### src/cepir_pkg.sv
// Package for the endpoint-zero input register block: offsets, fields, resets and types.
package cepir_pkg;

    // ------------------------------------------------------------------
    // Register map
    // ------------------------------------------------------------------
    localparam logic [15:0] CEPIR_OFS_IN_CONFIG     = 16'hF000;
    localparam logic [15:0] CEPIR_OFS_IN_BYTE_COUNT = 16'hF001;

    // ------------------------------------------------------------------
    // Field positions of the configuration and byte-count registers
    // ------------------------------------------------------------------
    localparam int CEPIR_CFG_SIZE_LO   = 0;
    localparam int CEPIR_CFG_XFER_IE   = 2;
    localparam int CEPIR_CFG_STALL     = 3;
    localparam int CEPIR_CFG_TOGGLE    = 5;
    localparam int CEPIR_CFG_NAK_IE    = 6;
    localparam int CEPIR_CFG_BUF_MGR   = 7;
    localparam int CEPIR_CNT_NAK       = 7;

    // ------------------------------------------------------------------
    // Reset values and limits
    // ------------------------------------------------------------------
    localparam logic [7:0] CEPIR_CFG_RESET   = 8'h00;
    localparam logic [7:0] CEPIR_CNT_RESET   = 8'h80;
    localparam logic [6:0] CEPIR_MAX_COUNT   = 7'h40;

    // ------------------------------------------------------------------
    // Fixed buffer placement
    // ------------------------------------------------------------------
    localparam logic [15:0] CEPIR_OUT_BUF_START = 16'hE000;
    localparam logic [15:0] CEPIR_IN_BUF_BASE   = 16'hE000;

    // ------------------------------------------------------------------
    // Types
    // ------------------------------------------------------------------
    typedef enum logic [1:0] {
        CEPIR_HS_NONE,
        CEPIR_HS_DATA,
        CEPIR_HS_NAK,
        CEPIR_HS_STALL
    } cepir_hs_t;

    // Register read and write strobes, address and write data from the microcontroller external data space.
    typedef struct packed {
        logic        wr;
        logic        rd;
        logic [15:0] addr;
        logic [7:0]  wdata;
    } cepir_xbus_t;

    // Events from the protocol engine.
    typedef struct packed {
        logic in_req;
        logic in_acked;
        logic setup_rx;
    } cepir_usb_ev_t;

    // Buffer size in bytes for a size code.
    function automatic logic [6:0] cepir_size_bytes(input logic [1:0] code);
        return 7'h08 << code;
    endfunction

endpackage

### src/cepir_hs_decide.sv
// Handshake choice for a host IN request to endpoint zero.
`timescale 1ns/1ps
module cepir_hs_decide (
    // Request and state
    input  wire logic                 in_req,
    input  wire logic                 stall,
    input  wire logic                 nak,
    // Decision
    output cepir_pkg::cepir_hs_t      hs
);
    import cepir_pkg::*;

    always_comb begin
        if (!in_req) begin
            hs = CEPIR_HS_NONE;
        end else if (stall) begin
            hs = CEPIR_HS_STALL;
        end else if (nak) begin
            hs = CEPIR_HS_NAK;
        end else begin
            hs = CEPIR_HS_DATA;
        end
    end

endmodule

### src/cepir_top.sv
// Endpoint-zero input configuration and byte-count registers with IN handshake control.
//
// Contract
// - The two-bit size code selects an 8, 16, 32 or 64 byte endpoint-zero buffer.
// - Buffer starts are fixed: output at E000, input at E008/E010/E020/E040 by size code.
// - With the transfer interrupt enable set, each completed transaction raises an interrupt.
// - With the NAK interrupt enable set, each NAK returned to the host raises an interrupt.
// - The buffer manager may use the endpoint only while its enable bit is set.
// - A written count above MAX_COUNT, 0x40 by default, is stored as MAX_COUNT.
// - With the IN NAK bit and the stall bit clear, the buffered packet is sent on a host IN request.
// - With the IN NAK bit set, its reset state, host IN requests are answered with NAK unless the stall bit is set.
`timescale 1ns/1ps
module cepir_top #(
    // Largest byte count that the input buffer can carry.
    parameter logic [6:0] MAX_COUNT = cepir_pkg::CEPIR_MAX_COUNT
) (
    // Clock and reset
    input  wire logic                    clock,
    input  wire logic                    nrst,
    // Microcontroller external data space
    input  cepir_pkg::cepir_xbus_t       xbus,
    output logic [7:0]                   rdata,
    output logic                         rsel,
    // Protocol engine
    input  cepir_pkg::cepir_usb_ev_t     usb_ev,
    output cepir_pkg::cepir_hs_t         in_hs,
    output logic [6:0]                   tx_count,
    output logic                         data_toggle_bit,
    // Buffer manager and interrupts
    output logic                         buf_mgr_enable,
    output logic [15:0]                  in_buf_start,
    output logic [15:0]                  out_buf_start,
    output logic [6:0]                   buffer_bytes,
    output logic                         irq
);
    import cepir_pkg::*;

    logic [1:0] buffer_size_code;
    logic       xfer_done_irq_en;
    logic       stall_reg;
    logic       nak_irq_en;
    logic       in_nak_reg;
    logic [6:0] count_reg;
    logic       cfg_sel;
    logic       cnt_sel;
    logic [6:0] count_next;
    logic [7:0] cfg_view;
    logic [7:0] cnt_view;
    logic       irq_next;
    cepir_hs_t  hs;

    // ------------------------------------------------------------------
    // Parameter check
    // ------------------------------------------------------------------
    // The largest size code gives a 64 byte buffer, so a higher limit
    // would let a packet run past the end of the input buffer.
    if (MAX_COUNT == 7'h00 || MAX_COUNT > CEPIR_MAX_COUNT) begin : g_bad_max_count
        $error("MAX_COUNT must lie between 1 and 64");
    end

    // ------------------------------------------------------------------
    // Address decode
    // ------------------------------------------------------------------
    // Full 16-bit compare: the pair sits among other registers of the
    // external data space, and a partial decode would alias onto them.
    assign cfg_sel = xbus.addr == CEPIR_OFS_IN_CONFIG;
    assign cnt_sel = xbus.addr == CEPIR_OFS_IN_BYTE_COUNT;

    // ------------------------------------------------------------------
    // Handshake decision
    // ------------------------------------------------------------------
    // The answer is combinational so the engine has it in the token's cycle.
    cepir_hs_decide u_cepir_hs_decide (
        .in_req (usb_ev.in_req),
        .stall  (stall_reg),
        .nak    (in_nak_reg),
        .hs     (hs)
    );
    assign in_hs = hs;

    // ------------------------------------------------------------------
    // Configuration register
    // ------------------------------------------------------------------
    // Bit 5 of a write is dropped: the toggle belongs to the hardware, and
    // bit 4 is reserved.
    always_ff @(posedge clock or negedge nrst) begin
        if (!nrst) begin
            buffer_size_code <= CEPIR_CFG_RESET[1:0];
            xfer_done_irq_en <= 1'b0;
            nak_irq_en       <= 1'b0;
            buf_mgr_enable   <= 1'b0;
        end else if (xbus.wr && cfg_sel) begin
            buffer_size_code <= xbus.wdata[CEPIR_CFG_SIZE_LO +: 2];
            xfer_done_irq_en <= xbus.wdata[CEPIR_CFG_XFER_IE];
            nak_irq_en       <= xbus.wdata[CEPIR_CFG_NAK_IE];
            buf_mgr_enable   <= xbus.wdata[CEPIR_CFG_BUF_MGR];
        end
    end

    // Setup clears the stall even if firmware writes it in the same cycle,
    // since the setup ends the stalled control transfer.
    always_ff @(posedge clock or negedge nrst) begin
        if (!nrst) begin
            stall_reg <= 1'b0;
        end else if (usb_ev.setup_rx) begin
            stall_reg <= 1'b0;
        end else if (xbus.wr && cfg_sel) begin
            stall_reg <= xbus.wdata[CEPIR_CFG_STALL];
        end
    end

    // Setup wins over an acknowledge in the same cycle, since the setup
    // restarts the control transfer with the first data phase.
    always_ff @(posedge clock or negedge nrst) begin
        if (!nrst) begin
            data_toggle_bit <= 1'b0;
        end else if (usb_ev.setup_rx) begin
            data_toggle_bit <= 1'b0;
        end else if (usb_ev.in_acked) begin
            data_toggle_bit <= ~data_toggle_bit;
        end
    end

    // ------------------------------------------------------------------
    // Byte-count register
    // ------------------------------------------------------------------
    // Counts above the limit are corrected rather than refused, so the
    // stored count always fits the largest buffer.
    always_comb begin
        count_next = xbus.wdata[6:0];
        if (xbus.wdata[6:0] > MAX_COUNT) begin
            count_next = MAX_COUNT;
        end
    end

    always_ff @(posedge clock or negedge nrst) begin
        if (!nrst) begin
            count_reg <= CEPIR_CNT_RESET[6:0];
        end else if (xbus.wr && cnt_sel) begin
            count_reg <= count_next;
        end
    end

    // The acknowledge sets NAK over a simultaneous firmware clear, so a
    // stale buffer is never sent twice.
    always_ff @(posedge clock or negedge nrst) begin
        if (!nrst) begin
            in_nak_reg <= CEPIR_CNT_RESET[CEPIR_CNT_NAK];
        end else if (usb_ev.in_acked) begin
            in_nak_reg <= 1'b1;
        end else if (xbus.wr && cnt_sel) begin
            in_nak_reg <= xbus.wdata[CEPIR_CNT_NAK];
        end
    end

    assign tx_count = count_reg;

    // ------------------------------------------------------------------
    // Buffer placement and interrupt
    // ------------------------------------------------------------------
    assign buffer_bytes  = cepir_size_bytes(buffer_size_code);
    assign out_buf_start = CEPIR_OUT_BUF_START;
    // The input buffer sits directly above the output buffer, so its start
    // lies one buffer size past the shared base.
    assign in_buf_start  = CEPIR_IN_BUF_BASE | {9'h000, buffer_bytes};

    // A completed transaction is an acknowledged IN packet or a setup; the
    // NAK cause is kept apart so either enable works on its own.
    always_comb begin
        irq_next = 1'b0;
        if (xfer_done_irq_en && (usb_ev.in_acked || usb_ev.setup_rx)) begin
            irq_next = 1'b1;
        end
        if (nak_irq_en && hs == CEPIR_HS_NAK) begin
            irq_next = 1'b1;
        end
    end

    always_ff @(posedge clock or negedge nrst) begin
        if (!nrst) begin
            irq <= 1'b0;
        end else begin
            irq <= irq_next;
        end
    end

    // ------------------------------------------------------------------
    // Read path
    // ------------------------------------------------------------------
    // Reserved bit 4 reads zero, and the toggle shows the hardware copy
    // whatever firmware last wrote to bit 5.
    always_comb begin
        cfg_view                         = 8'h00;
        cfg_view[CEPIR_CFG_SIZE_LO +: 2] = buffer_size_code;
        cfg_view[CEPIR_CFG_XFER_IE]      = xfer_done_irq_en;
        cfg_view[CEPIR_CFG_STALL]        = stall_reg;
        cfg_view[CEPIR_CFG_TOGGLE]       = data_toggle_bit;
        cfg_view[CEPIR_CFG_NAK_IE]       = nak_irq_en;
        cfg_view[CEPIR_CFG_BUF_MGR]      = buf_mgr_enable;
    end

    always_comb begin
        cnt_view                = 8'h00;
        cnt_view[6:0]           = count_reg;
        cnt_view[CEPIR_CNT_NAK] = in_nak_reg;
    end

    always_ff @(posedge clock or negedge nrst) begin
        if (!nrst) begin
            rdata <= 8'h00;
            rsel  <= 1'b0;
        end else begin
            rsel <= xbus.rd && (cfg_sel || cnt_sel);
            if (xbus.rd && cfg_sel) begin
                rdata <= cfg_view;
            end else if (xbus.rd && cnt_sel) begin
                rdata <= cnt_view;
            end else begin
                rdata <= 8'h00;
            end
        end
    end

endmodule

### config.mk
export PLATFORM = sky130hd
export DESIGN_NAME = cepir_top
export DESIGN_NICKNAME = d
export VERILOG_FILES = /design/src/cepir_pkg.sv /design/src/cepir_hs_decide.sv /design/src/cepir_top.sv
export SDC_FILE = /design/constraint.sdc
export NUM_CORES = 1
export LEC_CHECK = 0
export ABC_AREA = 1
export BUFFER_PORTS_ARGS = -buffer_cell sky130_fd_sc_hd__buf_2
export CAP_MARGIN = 10
export CORE_AREA = 2 2 64 66
export CTS_BUF_LIST = sky130_fd_sc_hd__clkbuf_16
export CTS_CLUSTER_DIAMETER = 120
export CTS_CLUSTER_SIZE = 16
export DETAILED_ROUTE_END_ITERATION = 16
export DIE_AREA = 0 0 66 68
export PLACE_DENSITY_LB_ADDON = 0.25
export SKIP_CTS_REPAIR_TIMING = 1
export SLEW_MARGIN = 30
export SYNTH_ARGS = -nofsm -noshare
export SYNTH_HDL_FRONTEND = slang
export SYNTH_SLANG_ARGS = --single-unit
### constraint.sdc
create_clock -name clock -period 1.3 [get_ports clock]
set_input_delay 0.065 -clock clock [delete_from_list [all_inputs] [get_ports clock]]
set_output_delay 0.065 -clock clock [all_outputs]
set_load 0.005 [all_outputs]
After elaboration in Yosys (flattened, before gate mapping)
Index checks and enable logic that the tools add are counted.
W data, S select, Z words.
{"block": "totals", "regBits": 25, "inputBits": 31, "output_inout_bits": 60, "elab_cells": 43}
{"block": "classes", "magnitude_cmp": 1, "eq_ne": 3, "n_shift": 1, "muxes": 14, "bitwise_logic": 1, "reduce_logical": 12}
{"operator": "$eq A16 B16 Y1 const B", "count": 2}
{"operator": "$mux W8", "count": 2}
{"operator": "$mux W1", "count": 8}
{"operator": "$gt A7 B7 Y1 const B", "count": 1}
{"operator": "$logic_and A1 B1 Y1", "count": 7}
{"operator": "$mux W7", "count": 1}
{"operator": "$shl A4 B2 Y7 const A", "count": 1}
{"operator": "$mux W2", "count": 3}
{"operator": "$reduce_bool A2 Y1", "count": 3}
{"operator": "$eq A2 B2 Y1 const B", "count": 1}
{"operator": "$logic_or A1 B1 Y1", "count": 2}
{"operator": "$not A1 Y1", "count": 1}

Logic depth before layout (Yosys ltp)
Gate-level depths: netlist (run 1).
{"block": "depth", "word_depth": 6, "mapped_depth": 8, "mapped_depth_nobuf": 8}

Cells and area by module
From an unflattened synthesis (run 1), not the netlist that was laid out.
{"block": "unflattened", "hier_cells": 181, "area_unflattened_um2": 1455.1}
{"module": "cepir_top", "instances": 1, "cells_per_inst": 176, "area_each_um2": 1431.4, "seq_area_each_um2": 626.9}
{"module": "cepir_hs_decide", "instances": 1, "cells_per_inst": 5, "area_each_um2": 23.8, "seq_area_each_um2": 0.0}

Worst setup path after synthesis (run 1)
OpenSTA, ideal clock, no wires.
{"block": "synth_timing", "path_kind": "in2reg", "startpoint": "in xbus[15] (netlist name)", "endpoint": "reg buffer_size_code[1]", "setup_ns": 0.118, "t_arrival_ns": 0.829, "path_slack_ns": 0.353, "stages": 7, "n_path_buf": 1, "path_cell_list": "nor2_1 > nand2_2 > nor2_8 > nand3_4 > buf_6 > nand2_1 > o21ai_2"}
{"block": "synth_between", "elab_chain_len": 2}
{"item": "start: declaration", "line_no": "cepir_top.sv:21", "rtl": "input cepir_pkg::cepir_xbus_t xbus,"}
{"item": "$eq A16 B16 Y1", "line_no": "cepir_top.sv:66", "rtl": "assign cfg_sel = xbus.addr == CEPIR_OFS_IN_CONFIG;"}
{"item": "$logic_and A1 B1 Y1", "line_no": "cepir_top.sv:92", "rtl": "end else if (xbus.wr && cfg_sel) begin"}
{"item": "end signal: assignment", "line_no": "cepir_top.sv:88", "rtl": "buffer_size_code <= CEPIR_CFG_RESET[1:0];"}
{"item": "end signal: assignment", "line_no": "cepir_top.sv:93", "rtl": "buffer_size_code <= xbus.wdata[CEPIR_CFG_SIZE_LO +: 2];"}
{"item": "end: declaration", "line_no": "cepir_top.sv:38", "rtl": "logic [1:0] buffer_size_code;"}
No other way between the ends.
A chain may end at the register's enable or synchronous reset.

Worst setup path in the final report (run 1)
{"block": "layout_timing", "startpoint": "reg in_nak_reg", "endpoint": "out in_hs[1]"}
{"block": "layout_between", "elab_chain_len": 3}
{"item": "start: declaration", "line_no": "cepir_top.sv:42", "rtl": "logic in_nak_reg;"}
{"item": "start signal: assignment", "line_no": "cepir_top.sv:148", "rtl": "in_nak_reg <= CEPIR_CNT_RESET[CEPIR_CNT_NAK];"}
{"item": "start signal: assignment", "line_no": "cepir_top.sv:152", "rtl": "in_nak_reg <= xbus.wdata[CEPIR_CNT_NAK];"}
{"item": "$mux W2", "line_no": "cepir_hs_decide.sv:18", "rtl": "end else if (nak) begin"}
{"item": "$mux W2", "line_no": "cepir_hs_decide.sv:16", "rtl": "end else if (stall) begin"}
{"item": "$mux W2", "line_no": "cepir_hs_decide.sv:14", "rtl": "if (!in_req) begin"}
{"item": "end: declaration", "line_no": "cepir_top.sv:26", "rtl": "output cepir_pkg::cepir_hs_t in_hs,"}
No other way between the ends.

==> results of run 1 <==
-- per-stage QoR --
step | setup WS [ns] | instance area (um2) | hold WS (ns) | total power, mW | std cells
floorplan | 0.353 | 1630 | -0.231 | 0.939 | 210
global placement | 0.174 | 1700 | 0.0855 | 0.951 | 281
detailed placement | 0.173 | 1700 | 0.0853 | 0.952 | 281
CTS | 0.163 | 1780 | -0.189 | 1.63 | 285
global route | 0.107 | 1790 | 0.00383 | 1.69 | 286
finish | 0.166 | 1790 | -0.000157 | 1.61 | 286
-- area by class of cell --
class | instances | area [um2] | area share
multi-input cells | 129 | 642 | 0.359
flip-flops and latches | 25 | 627 | 0.351
repair buffers | 61 | 313 | 0.175
clock buffers | 3 | 75.1 | 0.0420
inverters | 17 | 63.8 | 0.0357
well taps | 50 | 62.6 | 0.0350
clock inverters | 1 | 3.75 | 0.00210
-- per-layer routing --
layer / track usage / vias up / share of wire
li1: - / 618 / -
met1: 0.163 / 543 / 0.42
met2: 0.249 / 43 / 0.52
met3: 0.0247 / 0 / 0.058
met4: 0.0459 / 0 / 0
met5: 0 / - / 0
-- critical path, delay by kind of cell, from the launching register on --
kind                   cells  cell delay (ns)
buffers and inverters      1             0.11
flip-flops                 1             0.57
AND/OR/NAND/NOR            2             0.14
-- worst max-delay path by stage --
stage | end | slack (ns)
final | in_hs[1] | 0.17
after CTS | in_hs[1] | 0.16
after global routing | in_hs[1] | 0.11
after global placement | tx_count[1]$_DFFE_PN0P_ | 0.17
after detailed placement | tx_count[0]$_DFFE_PN0P_ | 0.17
after floorplan | buffer_size_code[1]$_DFFE_PN0P_ | 0.35
-- cells by family after synthesis --
| kind of cell | after synthesis | share of synthesized area |
|---|---|---|
| buffers and inverters | 56 | 0.237 |
| DFF | 25 | 0.412 |
| AOI/OAI and AO/OA | 23 | 0.0930 |
| xor gates and xnor gates | 1 | 0.00576 |
| and+or+nand+nor | 74 | 0.247 |
| other | 2 | 0.00494 |
-- cell usage in the layout (no fill, tap or decap), types with 2 or more instances in the layout --
cell	n
buf_2	59
clkbuf_16	3
conb_1	31
dfrtp_1	24
inv_1	18
nand2_1	37
nand2_2	2
nand3_1	6
nand3_4	2
nand4_1	8
nor2_1	15
nor2_4	2
o21ai_0	2
o21ai_1	13
o21ai_2	7
-- where the power goes --
| group | internal, mW | total (mW) | switching, mW |
|---|---|---|---|
| logic | 0.0552 | 0.150 | 0.0948 |
| registers | 0.784 | 0.789 | 0.00584 |
| clock network | 0.411 | 0.674 | 0.263 |
==> results.py, run 1 <==
metrics = {
    "logic_synthesis": {
        "ys_async_sr_fraction": 1.00,
        "yosysMostFrequentCell": "nand2_1",
        "syn-cell-area_mm2": 0.00152,
        "ys_top_cells_by_area": "dfrtp_1 40%, buf_4 18%, nand2_1 9.1%",
        "yosysTopAreaCell": "dfrtp_1",
        "syn_avg_cell_area_um2": 8.40,
        "synth-edff-count": 0,
        "ys_types": 21,
        "ys_warn_count": 0,
        "yosys.area.top_type_share": 0.395,
        "ys.flop_type": "dfrtp_1",
        "ys_seq_area_frac": 0.412,
        "synth_cells": 181,
        "synth_common_cells": "37 x nand2_1, 36 x buf_4, 24 x dfrtp_1",
        "synth-seq-cells": 25,
    },
    "sta": {
        "slew_headroom": 0.628,
        "hold_viol": 1,
        "tns_ns": 0,
        "post-route-min-period_ns": 1.13,
        "setup_violations": 0,
        "max_freq_mhz": 882,
        "finalMaxSlewViolations": 0,
        "finalCritPeriodShare": 0.872,
        "finalHoldWorstSlack_ns": -0.000157,
        "rsz0062_at_grt": "false",
        "skew_ns": 0.00234,
        "tightest_slew_ns": 0.558,
    },
    "cts": {
        "numCtsBuffers": 3,
        "htreeDepth": 1,
        "clockRootBuffer": "clkbuf_16",
        "clk_pin_slew_ns": 0.06,
        "cts.path.max_buffers": 2,
        "cts_num_sinks": 25,
        "cts_tree": "done",
        "clock_latency_ns": 0.26,
    },
    "min_path": {
        "hold_end": "data_toggle_bit$_DFFE_PN0N_",
        "hp-start": "usb_ev[0]",
        "hp-class": "input port to register",
        "min_path_cells": 2,
    },
    "layout": {
        "largest_reg_flops": 8,
        "regMostFlops": "rdata",
        "syn_to_final_growth_pct": 17.5,
        "final_layout_size_suffix_gt1_frac": 0.335,
        "diodes": 0,
        "fillCellCount": 417,
        "fin_nets": 268,
        "utilization": 0.463,
    },
    "floorplan": {
        "initial_core_util": 0.394,
        "ioPinCount": 91,
        "rows": 23,
        "die_w_um": 66,
        "die_area_mm2": 0.00449,
        "die_h_um": 68,
        "coreArea_mm2": 0.00386,
    },
    "outcome": {
        "failed_checks": "hold timing",
        "status": "finished with violations",
    },
    "placement": {
        "port_buffers": 59,
        "place_congestion": 0.795,
        "dp_hpwl_mm": 2.35,
    },
    "setup_path": {
        "end_kind": "output pin",
        "r2r-end": "irq$_DFF_PN0_",
        "cp_common_cell": "nor2_1",
        "crit_path_cell_trace": "nor2_1 -> nor2_1 -> buf_2",
        "cp.required_ns": 1.24,
        "reg2reg_depth": 2,
        "critPathMaxStageDelay_ns": 0.57,
        "path_class": "register to output pin",
        "start_kind": "register",
        "startpoint": "in_nak_reg$_DFFE_PN1P_",
        "crit_slowest_cell": "dfstp_2",
        "rr_startpoint": "in_nak_reg$_DFFE_PN1P_",
        "r2r_setup_slack_ns": 0.42,
        "worstPathMaxFanout": 5,
        "cp.arrival_ns": 1.07,
    },
    "drt": {
        "drtIter0Drc": 34,
        "vias": 1204,
        "wirelength_mm": 3.01,
        "post_drt_wl_per_cell_um": 10.5,
        "vias_per_cell": 4.21,
        "first_pass_iters": 4,
        "ant_nets": 0,
        "drc": 0,
    },
    "global_routing": {
        "track_usage": 0.137,
        "grt_antenna_before_repair": 0,
        "first_global_vias": 1099,
        "grt_pass1_wl_mm": 4.69,
        "grt_max_degree": 26,
        "grt-ovfl-total": 0,
    },
    "power": {
        "power_leakage_nw": 1.03,
        "p_per_area_mw_per_mm2": 903,
        "peakVddDrop_uv": 402,
    },
    "flow_run": {
        "maxCapViolCount": 0,
    },
}
Power figures use the tool's default switching activity.
==> run 2, diff against run 1 <==
--- a/config.mk
+++ b/config.mk
@@ -8,12 +8,12 @@
 export ABC_AREA = 1
 export BUFFER_PORTS_ARGS = -buffer_cell sky130_fd_sc_hd__buf_2
 export CAP_MARGIN = 10
-export CORE_AREA = 2 2 64 66
+export CORE_AREA = 2 2 61 63
 export CTS_BUF_LIST = sky130_fd_sc_hd__clkbuf_16
 export CTS_CLUSTER_DIAMETER = 120
 export CTS_CLUSTER_SIZE = 16
 export DETAILED_ROUTE_END_ITERATION = 16
-export DIE_AREA = 0 0 66 68
+export DIE_AREA = 0 0 63 65
 export PLACE_DENSITY_LB_ADDON = 0.25
 export SKIP_CTS_REPAIR_TIMING = 1
 export SLEW_MARGIN = 30
==> constraint.sdc (replaced) <==
create_clock -name clock -period 1.4 [get_ports clock]
set_input_delay 0.07 -clock clock [delete_from_list [all_inputs] [get_ports clock]]
set_output_delay 0.07 -clock clock [all_outputs]
set_load 0.005 [all_outputs]
==> results.py, run 2 (same netlist as run 1, synthesis figures left out) <==
metrics = {
    "placement": {
        "place_congestion": 0.798,
        "dp.cells": 279,
        "pre_cts_ws_ns": 0.253,
        "place_area_mm2": 0.00170,
        "dp_hpwl_mm": 2.14,
        "port_buffers": 59,
    },
    "cts": {
        "htreeDepth": 1,
        "cts_tree": "done",
        "numCtsBuffers": 3,
        "clk_pin_slew_ns": 0.06,
        "cts.path.max_buffers": 2,
        "clock_latency_ns": 0.25,
        "clockRootBuffer": "clkbuf_16",
        "cts_num_sinks": 25,
    },
    "sta": {
        "finalMaxSlewViolations": 0,
        "hold_viol": 0,
        "finalCritPeriodShare": 0.805,
        "setup_violations": 0,
        "finalHoldWorstSlack_ns": 0.0320,
        "slew_headroom": 0.651,
        "finalWorstSetupSlack_ns": 0.273,
        "tightest_slew_ns": 0.524,
        "skew_ns": 0.00114,
        "tns_ns": 0,
        "post-route-min-period_ns": 1.13,
        "rsz0062_at_grt": "false",
        "max_freq_mhz": 888,
    },
    "layout": {
        "layout_commonest_cell": "buf_2",
        "fin_nets": 268,
        "utilization": 0.510,
        "regMostFlops": "rdata",
        "final_layout_size_suffix_gt1_frac": 0.335,
        "final_cells": 284,
        "syn_to_final_growth_pct": 17.4,
        "diodes": 0,
        "final_cell_mix": "59 x buf_2, 37 x nand2_1, 31 x conb_1",
        "final_area_mm2": 0.00178,
        "largest_reg_flops": 8,
    },
    "global_routing": {
        "grt-ovfl-total": 0,
        "grt_max_degree": 26,
        "grt_pass1_wl_mm": 4.49,
        "grt_antenna_before_repair": 0,
        "track_usage": 0.138,
        "first_global_vias": 1042,
    },
    "floorplan": {
        "ioPinCount": 91,
        "die_w_um": 63,
        "coreArea_mm2": 0.00350,
        "initial_core_util": 0.435,
        "rows": 22,
        "die_h_um": 65,
        "die_area_mm2": 0.00410,
    },
    "power": {
        "p_total_mw": 1.47,
        "power_leakage_nw": 1.03,
        "pwr-share-seq": 0.498,
        "p_per_area_mw_per_mm2": 826,
        "peakVddDrop_uv": 384,
        "p_switching_mw": 0.314,
        "combPwrFrac": 0.094,
        "p_sw_frac": 0.213,
        "intPower_mw": 1.16,
        "clkPwrFrac": 0.408,
    },
    "setup_path": {
        "crit_family": "flip-flops",
        "crit_path_cell_trace": "nor2_1 -> nor2_1 -> buf_2",
        "start_kind": "register",
        "critPathMaxStageDelay_ns": 0.57,
        "cp.arrival_ns": 1.06,
        "worstPathMaxFanout": 5,
        "cp_common_cell": "nor2_1",
        "crit_buf_inv": 1,
        "crit_slowest_cell": "dfstp_2",
        "path_class": "register to output pin",
        "end_kind": "output pin",
        "cp.required_ns": 1.33,
    },
    "drt": {
        "wirelength_mm": 2.68,
        "post_drt_wl_per_cell_um": 9.43,
        "vias_per_cell": 4.13,
        "ant_nets": 0,
        "drc": 0,
        "first_pass_iters": 6,
        "drtIter0Drc": 35,
        "vias": 1173,
    },
    "outcome": {
        "status": "finished, final reports clean",
    },
    "min_path": {
        "hp-class": "input port to register",
    },
    "flow_run": {
        "maxCapViolCount": 0,
    },
}
[run 2: per-layer routing]
layer,up-vias,global-route usage,routed length [um]
met4,0,0.0667,0
met1,514,0.179,1270
met3,0,0.0226,143
li1,618,-,-
met5,-,0,0
met2,41,0.226,1270
[run 2: worst paths after layout]
| check | start | to | slack (ns) | cells after the start |
|---|---|---|---|---|
| max reg2reg | in_nak_reg$_DFFE_PN1P_ | irq$_DFF_PN0_ | 0.55 | 2 |
| max | in_nak_reg$_DFFE_PN1P_ | in_hs[1] | 0.27 | 3 |
| min reg2reg | tx_count[6]$_DFFE_PN0P_ | tx_count[6]$_DFFE_PN0P_ | 0.51 | 2 |
| max in group asynchronous | nrst | in_nak_reg$_DFFE_PN1P_ | 0.70 | 2 |
| min in group asynchronous | nrst | rdata[7]$_DFF_PN0_ | 0.34 | 2 |
| min | usb_ev[0] | data_toggle_bit$_DFFE_PN0N_ | 0.03 | 2 |
[run 2: area by class of cell]
class / count / area (um2)
fill: 357 / 1710
multi-input combinational: 129 / 642
sequential: 25 / 627
timing repair buffer: 61 / 313
clock buffer: 3 / 75.1
inverter: 17 / 63.8
tap: 48 / 60.1
clock inverter: 1 / 3.75
[run 2: power by group through the flow]
stage | clock (mW) | combinational [mW] | sequential (mW)
after floorplan | 0 | 0.126 | 0.746
after global placement | 0 | 0.135 | 0.747
after detailed placement | 0 | 0.136 | 0.747
after CTS | 0.616 | 0.137 | 0.734
after global routing | 0.647 | 0.160 | 0.735
final | 0.601 | 0.139 | 0.734
